### config.mk
export PLATFORM = sky130hd
export DESIGN_NAME = aod_output_regs
export DESIGN_NICKNAME = d
export VERILOG_FILES = /design/src/core/aod_pkg.sv /design/src/core/aod_mag_if.sv /design/src/core/aod_magnitude.sv /design/src/core/aod_output_regs.sv
export SDC_FILE = /design/constraint.sdc
export NUM_CORES = 2
export LEC_CHECK = 0
export ABC_AREA = 1
export BUFFER_PORTS_ARGS = -buffer_cell sky130_fd_sc_hd__buf_2
export CORE_UTILIZATION = 55
export DETAILED_ROUTE_END_ITERATION = 8
export PLACE_DENSITY = 0.69
export SLEW_MARGIN = 20
export SYNTH_ARGS = -nofsm -noshare
export SYNTH_HDL_FRONTEND = slang
export SYNTH_SLANG_ARGS = --single-unit
export TNS_END_PERCENT = 20
### constraint.sdc
create_clock -name mclk_i -period 15.8 [get_ports mclk_i]
set_clock_uncertainty 0.15 [all_clocks]
set_input_delay 2.37 -clock mclk_i [delete_from_list [all_inputs] [get_ports mclk_i]]
set_output_delay 2.37 -clock mclk_i [all_outputs]
set_load 0.02 [all_outputs]
### src/core/aod_pkg.sv
// Package for the accelerometer output data register block
package aod_pkg;
    localparam int AOD_AW = 8;
    localparam int AOD_DW = 8;
    localparam int AOD_SW = 12;
    localparam int AOD_TW = 8;
    // Register offsets
    localparam logic [7:0] AOD_TEMPERATURE_OUT = 8'h01;
    localparam logic [7:0] AOD_MAGNITUDE_LOW = 8'h02;
    localparam logic [7:0] AOD_MAGNITUDE_HIGH = 8'h03;
    localparam logic [7:0] AOD_ACCEL_X_LOW = 8'h04;
    localparam logic [7:0] AOD_ACCEL_X_HIGH = 8'h05;
    localparam logic [7:0] AOD_ACCEL_Y_LOW = 8'h06;
    localparam logic [7:0] AOD_ACCEL_Y_HIGH = 8'h07;
    localparam logic [7:0] AOD_ACCEL_Z_LOW = 8'h08;
    localparam logic [7:0] AOD_ACCEL_Z_HIGH = 8'h09;
    // Reset values, fills and the magnitude saturation limit
    localparam logic [7:0] AOD_BYTE_ZERO = 8'h00;
    localparam logic [11:0] AOD_WORD_ZERO = 12'h000;
    localparam logic [3:0] AOD_NIB_ZERO = 4'h0;
    localparam logic [11:0] AOD_MAG_MAX = 12'hfff;
    // Acquisition spacing between samples
    localparam int AOD_CLK_HZ = 10_000_000;
    localparam int AOD_SPACING_US = 40;
    localparam int AOD_SPACING_CYC = (AOD_SPACING_US * AOD_CLK_HZ) / 1_000_000;
    localparam int AOD_CNT_W = 10;
    // Sequencer states, one-hot
    typedef enum logic [4:0] {
        AOD_IDLE = 5'h01,
        AOD_TEMP = 5'h02,
        AOD_AX = 5'h04,
        AOD_AY = 5'h08,
        AOD_AZ = 5'h10
    } aod_state_t;
endpackage

### src/core/aod_mag_if.sv
// Interface carrying magnitude requests and results between modules
`timescale 1ns/1ps
interface aod_mag_if;
    logic start;
    logic [11:0] ax;
    logic [11:0] ay;
    logic [11:0] az;
    logic done;
    logic [11:0] mag;
    modport req (output start, output ax, output ay, output az, input done, input mag);
    modport calc (input start, input ax, input ay, input az, output done, output mag);
endinterface

### src/core/aod_magnitude.sv
// Sequential square root of the sum of squared axis values
`timescale 1ns/1ps
module aod_magnitude (
    // Clock and reset
    input wire logic mclk_i,
    input wire logic rst_b_i,
    // Request and result
    aod_mag_if.calc mag_if
);
    import aod_pkg::*;

    logic [25:0] rem_reg, rem_next;
    logic [12:0] root_reg, root_next;
    logic [13:0] bit_reg, bit_next;
    logic busy_reg, busy_next;
    logic done_reg, done_next;
    logic [11:0] mag_reg, mag_next;

    // Square of a signed axis value
    function automatic logic [23:0] sq(input logic [11:0] v);
        logic [11:0] a;
        a = v[11] ? 12'(-v) : v;
        return 24'(a) * 24'(a);
    endfunction

    // Bitwise integer square root, one result bit per cycle
    always_comb begin
        rem_next = rem_reg;
        root_next = root_reg;
        bit_next = bit_reg;
        busy_next = busy_reg;
        done_next = 1'b0;
        mag_next = mag_reg;
        if (mag_if.start) begin
            rem_next = 26'(sq(mag_if.ax)) + 26'(sq(mag_if.ay)) + 26'(sq(mag_if.az));
            root_next = 13'h0000;
            bit_next = 14'h1000;
            busy_next = 1'b1;
        end else if (busy_reg) begin
            if (rem_reg >= 26'(root_reg + 13'(bit_reg)) * 26'(root_reg + 13'(bit_reg))) begin
                root_next = root_reg + 13'(bit_reg);
            end
            bit_next = bit_reg >> 1;
            if (bit_reg == 14'h0001) begin
                busy_next = 1'b0;
                done_next = 1'b1;
                // Saturate to the 12-bit unsigned range
                if (rem_reg >= 26'(root_reg + 13'h0001) * 26'(root_reg + 13'h0001))
                    mag_next = (root_reg + 13'h0001) > 13'(AOD_MAG_MAX) ? AOD_MAG_MAX
                               : 12'(root_reg + 13'h0001);
                else
                    mag_next = root_reg > 13'(AOD_MAG_MAX) ? AOD_MAG_MAX : root_reg[11:0];
            end
        end
    end

    // Register the root state
    always_ff @(posedge mclk_i or negedge rst_b_i) begin
        if (!rst_b_i) begin
            rem_reg <= '0;
            root_reg <= '0;
            bit_reg <= '0;
            busy_reg <= 1'b0;
            done_reg <= 1'b0;
            mag_reg <= AOD_WORD_ZERO;
        end else begin
            rem_reg <= rem_next;
            root_reg <= root_next;
            bit_reg <= bit_next;
            busy_reg <= busy_next;
            done_reg <= done_next;
            mag_reg <= mag_next;
        end
    end

    assign mag_if.done = done_reg;
    assign mag_if.mag = mag_reg;
endmodule

### src/core/aod_output_regs.sv
// Output data registers of a 3-axis accelerometer: sample latch, byte order, read port
//
// Summary of operation
// - Temperature is 8-bit two's complement, zero means about 25 degrees C.
// - Temperature register refreshes once each output data rate cycle.
// - Magnitude is computed only while magnitude_enable is one.
// - Reading either magnitude byte clears the data-ready flag.
// - Magnitude bits 7:0 at 02h, bits 11:8 low nibble of 03h, reset zero.
// - Magnitude byte order follows byte_order_select, little-endian after reset.
// - X, Y, Z are 12-bit two's complement at 04h to 09h, X first.
// - Temperature and axes latch together as the data-ready flag sets.
// - Reading any of the six axis bytes clears the data-ready flag.
// - Fast-read burst auto-increment skips the axis high-byte registers; magnitude high byte 03h is still visited.
// - Fast-read returns each axis's upper bits at its low-byte address.
// - Little-endian: bits 7:0 low address, bits 11:8 next with sign fill for axes, zero fill for magnitude.
// - Big-endian: bits 11:4 low address, bits 3:0 upper nibble of next.
// - Temperature then X, Y, Z acquired about 40 us apart, then latched.
// - Axis byte order follows byte_order_select, little-endian after reset.
// - Register reads and writes are refused until boot completes.
`timescale 1ns/1ps
module aod_output_regs #(
    parameter int SPACING_CYC = aod_pkg::AOD_SPACING_CYC
) (
    // Clock and reset
    input wire logic mclk_i,
    input wire logic rst_b_i,
    // Configuration and status from the rest of the device
    input wire logic boot_done_i,
    input wire logic magnitude_enable_i,
    input wire logic byte_order_select_i,
    input wire logic fast_read_i,
    // Conversion trigger and converter samples
    input wire logic output_data_rate_tick_i,
    input wire logic [aod_pkg::AOD_TW-1:0] temp_sample_i,
    input wire logic [aod_pkg::AOD_SW-1:0] adc_sample_i,
    // Register access port from the serial interface
    input wire logic reg_start_i,
    input wire logic [aod_pkg::AOD_AW-1:0] reg_addr_i,
    input wire logic reg_rd_i,
    input wire logic reg_wr_i,
    input wire logic [aod_pkg::AOD_DW-1:0] reg_wdata_i,
    output logic [aod_pkg::AOD_DW-1:0] reg_rdata_o,
    output logic reg_ack_o,
    output logic reg_refused_o,
    // Data-ready status
    output logic data_ready_flag_o
);
    import aod_pkg::*;

    aod_mag_if mag_if ();

    aod_state_t state_reg, state_next;
    logic [AOD_CNT_W-1:0] cnt_reg, cnt_next;
    logic [AOD_TW-1:0] temp_hold_reg, temp_hold_next;
    logic [AOD_SW-1:0] x_hold_reg, x_hold_next;
    logic [AOD_SW-1:0] y_hold_reg, y_hold_next;
    logic [AOD_SW-1:0] z_hold_reg, z_hold_next;
    logic [AOD_TW-1:0] temp_reg, temp_next;
    logic [AOD_SW-1:0] x_reg, x_next;
    logic [AOD_SW-1:0] y_reg, y_next;
    logic [AOD_SW-1:0] z_reg, z_next;
    logic [AOD_SW-1:0] mag_reg, mag_next;
    logic drdy_reg, drdy_next;
    logic mag_start;
    logic latch;
    logic [AOD_AW-1:0] ptr_reg, ptr_next;
    logic [AOD_DW-1:0] rdata_reg, rdata_next;
    logic ack_reg, ack_next;
    logic refused_reg, refused_next;
    logic [1:0] boot_sync_reg;
    logic boot_ok;
    logic rd_axis;
    logic rd_mag;
    logic [AOD_AW-1:0] cur_addr;

    // Boot status from another domain passes two flip-flops
    always_ff @(posedge mclk_i or negedge rst_b_i) begin
        if (!rst_b_i) begin
            boot_sync_reg <= 2'h0;
        end else begin
            boot_sync_reg <= {boot_sync_reg[0], boot_done_i};
        end
    end
    assign boot_ok = boot_sync_reg[1];

    // Byte seen at an address for one 12-bit axis word
    function automatic logic [7:0] axis_byte(input logic [11:0] v, input logic hi,
                                             input logic be, input logic fr);
        logic [7:0] b;
        b = AOD_BYTE_ZERO;
        if (fr || be) begin
            // Upper bits first in big-endian and fast-read
            b = hi ? {v[3:0], AOD_NIB_ZERO} : v[11:4];
        end else begin
            // Low bits first, sign fill above bits 11:8
            b = hi ? {{4{v[11]}}, v[11:8]} : v[7:0];
        end
        return b;
    endfunction

    // Next address of a burst, skipping axis high bytes in fast-read
    function automatic logic [7:0] next_addr(input logic [7:0] a, input logic fr);
        logic [7:0] n;
        n = a + 8'h01;
        // Only even axis addresses jump; Z low goes straight past the block
        if (fr && a >= AOD_ACCEL_X_LOW && a < AOD_ACCEL_Z_HIGH && !a[0])
            n = a + 8'h02;
        return n;
    endfunction

    // Acquisition sequencer: temperature, then X, Y, Z spaced apart
    always_comb begin
        state_next = state_reg;
        cnt_next = cnt_reg;
        temp_hold_next = temp_hold_reg;
        x_hold_next = x_hold_reg;
        y_hold_next = y_hold_reg;
        z_hold_next = z_hold_reg;
        latch = 1'b0;
        // One state per held sample; latch is a single-cycle strobe
        case (state_reg)
            AOD_IDLE: begin
                if (output_data_rate_tick_i) begin
                    temp_hold_next = temp_sample_i;
                    cnt_next = '0;
                    state_next = AOD_TEMP;
                end
            end

            // Temperature held; count one spacing before X
            AOD_TEMP: begin
                cnt_next = cnt_reg + 1'b1;
                if (cnt_reg == AOD_CNT_W'(SPACING_CYC - 1)) begin
                    x_hold_next = adc_sample_i;
                    cnt_next = '0;
                    state_next = AOD_AX;
                end
            end

            // X held; count one spacing before Y
            AOD_AX: begin
                cnt_next = cnt_reg + 1'b1;
                if (cnt_reg == AOD_CNT_W'(SPACING_CYC - 1)) begin
                    y_hold_next = adc_sample_i;
                    cnt_next = '0;
                    state_next = AOD_AY;
                end
            end

            // Y held; count one spacing before Z
            AOD_AY: begin
                cnt_next = cnt_reg + 1'b1;
                if (cnt_reg == AOD_CNT_W'(SPACING_CYC - 1)) begin
                    z_hold_next = adc_sample_i;
                    cnt_next = '0;
                    state_next = AOD_AZ;
                end
            end

            // All four held; publish them together in one cycle
            AOD_AZ: begin
                latch = 1'b1;
                state_next = AOD_IDLE;
            end

            // Illegal codes fall back to idle
            default: state_next = AOD_IDLE;
        endcase
    end

    // Magnitude runs on each new sample only when enabled
    assign mag_start = latch && magnitude_enable_i;
    // Hold registers feed the root engine and stay put until the next trigger
    assign mag_if.start = mag_start;
    assign mag_if.ax = x_hold_reg;
    assign mag_if.ay = y_hold_reg;
    assign mag_if.az = z_hold_reg;

    aod_magnitude u_mag (
        .mclk_i(mclk_i),
        .rst_b_i(rst_b_i),
        .mag_if(mag_if)
    );

    // Address in play this cycle: start address or burst pointer
    assign cur_addr = reg_start_i ? reg_addr_i : ptr_reg;
    // Accepted reads of the addresses that clear the ready flag
    assign rd_axis = reg_rd_i && boot_ok && cur_addr >= AOD_ACCEL_X_LOW
                     && cur_addr <= AOD_ACCEL_Z_HIGH;
    assign rd_mag = reg_rd_i && boot_ok && (cur_addr == AOD_MAGNITUDE_LOW
                     || cur_addr == AOD_MAGNITUDE_HIGH);

    // Output registers, data-ready flag and register read port
    always_comb begin
        temp_next = temp_reg;
        x_next = x_reg;
        y_next = y_reg;
        z_next = z_reg;
        mag_next = mag_reg;
        drdy_next = drdy_reg;
        ptr_next = ptr_reg;
        rdata_next = rdata_reg;
        ack_next = 1'b0;
        refused_next = 1'b0;
        // Reads clear the flag; a new sample in the same cycle wins
        if (rd_axis || rd_mag)
            drdy_next = 1'b0;

        if (latch) begin
            temp_next = temp_hold_reg;
            x_next = x_hold_reg;
            y_next = y_hold_reg;
            z_next = z_hold_reg;
            drdy_next = 1'b1;
        end

        // Magnitude lands when the root engine finishes, kept when disabled
        if (mag_if.done)
            mag_next = mag_if.mag;

        // Refused accesses leave read data and burst pointer untouched
        if ((reg_rd_i || reg_wr_i) && !boot_ok) begin
            refused_next = 1'b1;
        end else if (reg_wr_i) begin
            // Writes are acknowledged and ignored
            ack_next = 1'b1;
            ptr_next = next_addr(cur_addr, 1'b0);
        end else if (reg_rd_i) begin
            ack_next = 1'b1;
            ptr_next = next_addr(cur_addr, fast_read_i);
            case (cur_addr)
                AOD_TEMPERATURE_OUT: rdata_next = temp_reg;
                // Magnitude bytes honour byte order
                AOD_MAGNITUDE_LOW: rdata_next = byte_order_select_i ? mag_reg[11:4]
                                                                    : mag_reg[7:0];
                AOD_MAGNITUDE_HIGH: rdata_next = byte_order_select_i
                                                 ? {mag_reg[3:0], AOD_NIB_ZERO}
                                                 : {AOD_NIB_ZERO, mag_reg[11:8]};
                // Axis bytes honour byte order
                AOD_ACCEL_X_LOW: rdata_next = axis_byte(x_reg, 1'b0, byte_order_select_i,
                                                        fast_read_i);
                AOD_ACCEL_X_HIGH: rdata_next = axis_byte(x_reg, 1'b1, byte_order_select_i,
                                                         fast_read_i);
                AOD_ACCEL_Y_LOW: rdata_next = axis_byte(y_reg, 1'b0, byte_order_select_i,
                                                        fast_read_i);
                AOD_ACCEL_Y_HIGH: rdata_next = axis_byte(y_reg, 1'b1, byte_order_select_i,
                                                         fast_read_i);
                AOD_ACCEL_Z_LOW: rdata_next = axis_byte(z_reg, 1'b0, byte_order_select_i,
                                                        fast_read_i);
                AOD_ACCEL_Z_HIGH: rdata_next = axis_byte(z_reg, 1'b1, byte_order_select_i,
                                                         fast_read_i);
                default: rdata_next = AOD_BYTE_ZERO;
            endcase
        end
    end

    // Register all state
    always_ff @(posedge mclk_i or negedge rst_b_i) begin
        if (!rst_b_i) begin
            state_reg <= AOD_IDLE;
            cnt_reg <= '0;
            temp_hold_reg <= AOD_BYTE_ZERO;
            x_hold_reg <= AOD_WORD_ZERO;
            y_hold_reg <= AOD_WORD_ZERO;
            z_hold_reg <= AOD_WORD_ZERO;
            temp_reg <= AOD_BYTE_ZERO;
            x_reg <= AOD_WORD_ZERO;
            y_reg <= AOD_WORD_ZERO;
            z_reg <= AOD_WORD_ZERO;
            mag_reg <= AOD_WORD_ZERO;
            drdy_reg <= 1'b0;
            ptr_reg <= AOD_BYTE_ZERO;
            rdata_reg <= AOD_BYTE_ZERO;
            ack_reg <= 1'b0;
            refused_reg <= 1'b0;
        end else begin
            state_reg <= state_next;
            cnt_reg <= cnt_next;
            temp_hold_reg <= temp_hold_next;
            x_hold_reg <= x_hold_next;
            y_hold_reg <= y_hold_next;
            z_hold_reg <= z_hold_next;
            temp_reg <= temp_next;
            x_reg <= x_next;
            y_reg <= y_next;
            z_reg <= z_next;
            mag_reg <= mag_next;
            drdy_reg <= drdy_next;
            ptr_reg <= ptr_next;
            rdata_reg <= rdata_next;
            ack_reg <= ack_next;
            refused_reg <= refused_next;
        end
    end

    // Outputs
    assign reg_rdata_o = rdata_reg;
    assign reg_ack_o = ack_reg;
    assign reg_refused_o = refused_reg;
    assign data_ready_flag_o = drdy_reg;
endmodule

==> impl_metrics.env <==
export IMPL_status="finished, final reports clean"
export IMPL_fin_util_pct=59.1
export IMPL_antenna_cells=0
export IMPL_worstPathArrival_ps=11630
export IMPL_fin_setup_tns_ps=0
export IMPL_worstHoldStart="boot_sync_reg[0]"
export IMPL_grt_overflow=0
export IMPL_synthXorXnorAreaFrac_pct=2.93
export IMPL_place_ws_ps=4520
export IMPL_avgSynthCellArea_um2=7.94
export IMPL_wl_per_cell_um=15.9
export IMPL_final_setup_worst_slack_ps=4460
export IMPL_final_cell_mix="990 x inv_1, 888 x nand2_1, 537 x fa_1, 418 x nor2_1, 387 x ha_1"
export IMPL_min_period_over_period_pct=71.8
export IMPL_drt_iter0_markers=1982
export IMPL_r2r_end="u_mag.rem_reg[20]"
export IMPL_hold_path_class="reg -> reg"
export IMPL_synth_compound_area_share_pct=7.52
export IMPL_ys_seq_area_share_pct=14.2
export IMPL_die_x_um=256
export IMPL_syn_inst=4481
export IMPL_worstPathMaxFanout=12
export IMPL_synth_edf_count=0
export IMPL_io_buffers=48
export IMPL_die_area_um2=65700
export IMPL_num_rows=92
export IMPL_design_core_area_um2=63500
export IMPL_grt_pass1_vias=28800
export IMPL_final_nets=5487
export IMPL_ys_seq_elements=202
export IMPL_yosys_cell_types_count=62
export IMPL_timing_slew_headroom_pct=28.6
export IMPL_postCtsSetupBuffers=0
export IMPL_cpMaxStageDelayCell="fa_1"
export IMPL_dp_cells=5335
export IMPL_setup_viol=0
export IMPL_grt_max_degree=90
export IMPL_async_reset_ff_share_pct=100
export IMPL_clock_fmax_mhz=88.2
export IMPL_min_to="boot_sync_reg[1]"
export IMPL_cts_root_buffer="clkbuf_16"
export IMPL_largest_register_ff_count=26
export IMPL_period_minus_slack_ps=11340
export IMPL_end_kind="flop"
export IMPL_syn_area_um2=35600
export IMPL_initial_core_util_pct=56.0
export IMPL_ioPinCount=57
export IMPL_antenna_found_initial=0
export IMPL_synth_simple_area_share_pct=19.4
export IMPL_cts_tree="yes"
export IMPL_routed_wl_um=85600
export IMPL_numCtsBuffers=25
export IMPL_dp_hpwl_um=72400
export IMPL_worstPathRequired_ps=16090
export IMPL_clk_pin_slew_worst_paths_ps=60
export IMPL_reg2reg_depth=42
export IMPL_area_growth_pct=5.51
export IMPL_cts_htree_levels=1
export IMPL_synth_flop_cell="dfrtp_1"
export IMPL_grt_total_usage_pct=27.1
export IMPL_mostFrequentLayoutCell="inv_1"
export IMPL_drive_above_1_share_pct=4.81
export IMPL_final_cells=5379
export IMPL_startpoint_type="flop"
export IMPL_holdPathStages=0
export IMPL_critical_path_class="reg -> reg"
export IMPL_cap_violations=0
export IMPL_yosysWarnings=0
export IMPL_clk_latency_ps=570
export IMPL_globalplace_congestion=0.934
export IMPL_tightest_slew_ps=1060
export IMPL_synthAdderAreaFrac_pct=43.8
export IMPL_rsz0062_at_grt="false"
export IMPL_clockBufferDepth=3
export IMPL_ctsResizeCount=0
export IMPL_drt_first_pass_iters=5
export IMPL_antenna_left=0
export IMPL_fillers=5928
export IMPL_hold_violations=0
export IMPL_drc_errors=0
export IMPL_synth_mux_area_fraction_pct=0.323
export IMPL_vias_per_cell=5.26
export IMPL_via_count=28300
export IMPL_setup_worst_path_start="mag_if.ay[0]"
export IMPL_cts_hold_buffers_added=0
export IMPL_cts_sinks=202
export IMPL_reg2reg_slack_ps=4460
export IMPL_maxSlewViolCount=0
export IMPL_dieHeight_um=256
export IMPL_path_common_cell="fa_1"
export IMPL_synth_top_family_by_area="adder cells"
export IMPL_max_stage_delay_ps=540
export IMPL_grt_pass1_wl_um=145000
export IMPL_rr_startpoint="mag_if.ay[0]"
routing by layer:
layer | track usage [%] | part of all wire (%) | up-vias
met4 | 5.90 | 2.1 | 0
met5 | 0 | 0 | -
met2 | 45.4 | 47 | 635
met1 | 38.5 | 45 | 13800
li1 | - | - | 13800
met3 | 2.02 | 5.1 | 96
through the flow:
step | cell area [µm²] | hold WS, ps
2_1_floorplan | 35700 | 181
3_5_place_dp | 36700 | 206
6_report | 37500 | 211
5_1_grt | 37500 | 227
4_1_cts | 37500 | 215
3_3_place_gp | 36700 | 185
synth_stat cells, types with 14 or more instances:
cell,count,area [µm²]
inv_1,991,3720
nor3_1,38,190
clkbuf_1,51,191
o21ai_1,29,145
buf_2,19,95.1
nor2_1,418,1570
xnor2_1,44,385
nand4_1,56,350
inv_2,36,135
a21oi_1,159,796
ha_1,387,4840
a21o_1,15,113
nand2_1,888,3330
nand3_1,137,686
xor2_1,60,526
o21ai_0,215,1080
fa_1,537,10800
a31oi_1,14,87.6
dfrtp_1,201,5030
nand2_2,20,125
final cells by class:
type | count | area (µm²) | share of cell area, %
Clock buffer | 30 | 644 | 1.72
Clock inverter | 13 | 146 | 0.390
Sequential cell | 202 | 5060 | 13.5
Tap cell | 846 | 1060 | 2.82
Multi-Input combinational cell | 3200 | 26400 | 70.4
Timing Repair Buffer | 59 | 344 | 0.916
Inverter | 1029 | 3860 | 10.3
kinds of logic after synthesis:
group	count (synthesis)
multiplexers	11
XOR/XNOR	112
flip-flops	202
AND/OR/NAND/NOR	1631
AO/OA/AOI/OAI	491
other	2
buffers and inverters	1108
adder cells (fa/ha/maj)	924
worst max path at each step:
| stage | to | slack, ps |
|---|---|---|
| after detailed placement | u_mag.rem_reg[20] | 4520 |
| final | u_mag.rem_reg[20] | 4460 |
| after floorplan | u_mag.rem_reg[20] | 5830 |
| after global routing | u_mag.rem_reg[17] | 3700 |
| after global placement | u_mag.rem_reg[20] | 4550 |
| after CTS | u_mag.rem_reg[20] | 4490 |
critical path, delay by kind of cell (launching register included):
kind	cells	cell delay (ps)
AOI/OAI and AO/OA	5	1040
DFF	1	520
adders and majority gates	14	6250
buffers and inverters	9	1070
and+or+nand+nor	13	1860
xor gates and xnor gates	1	320
Power is not shown: default switching activity piles up to over one toggle a cycle in this logic, so the estimate is an artifact.
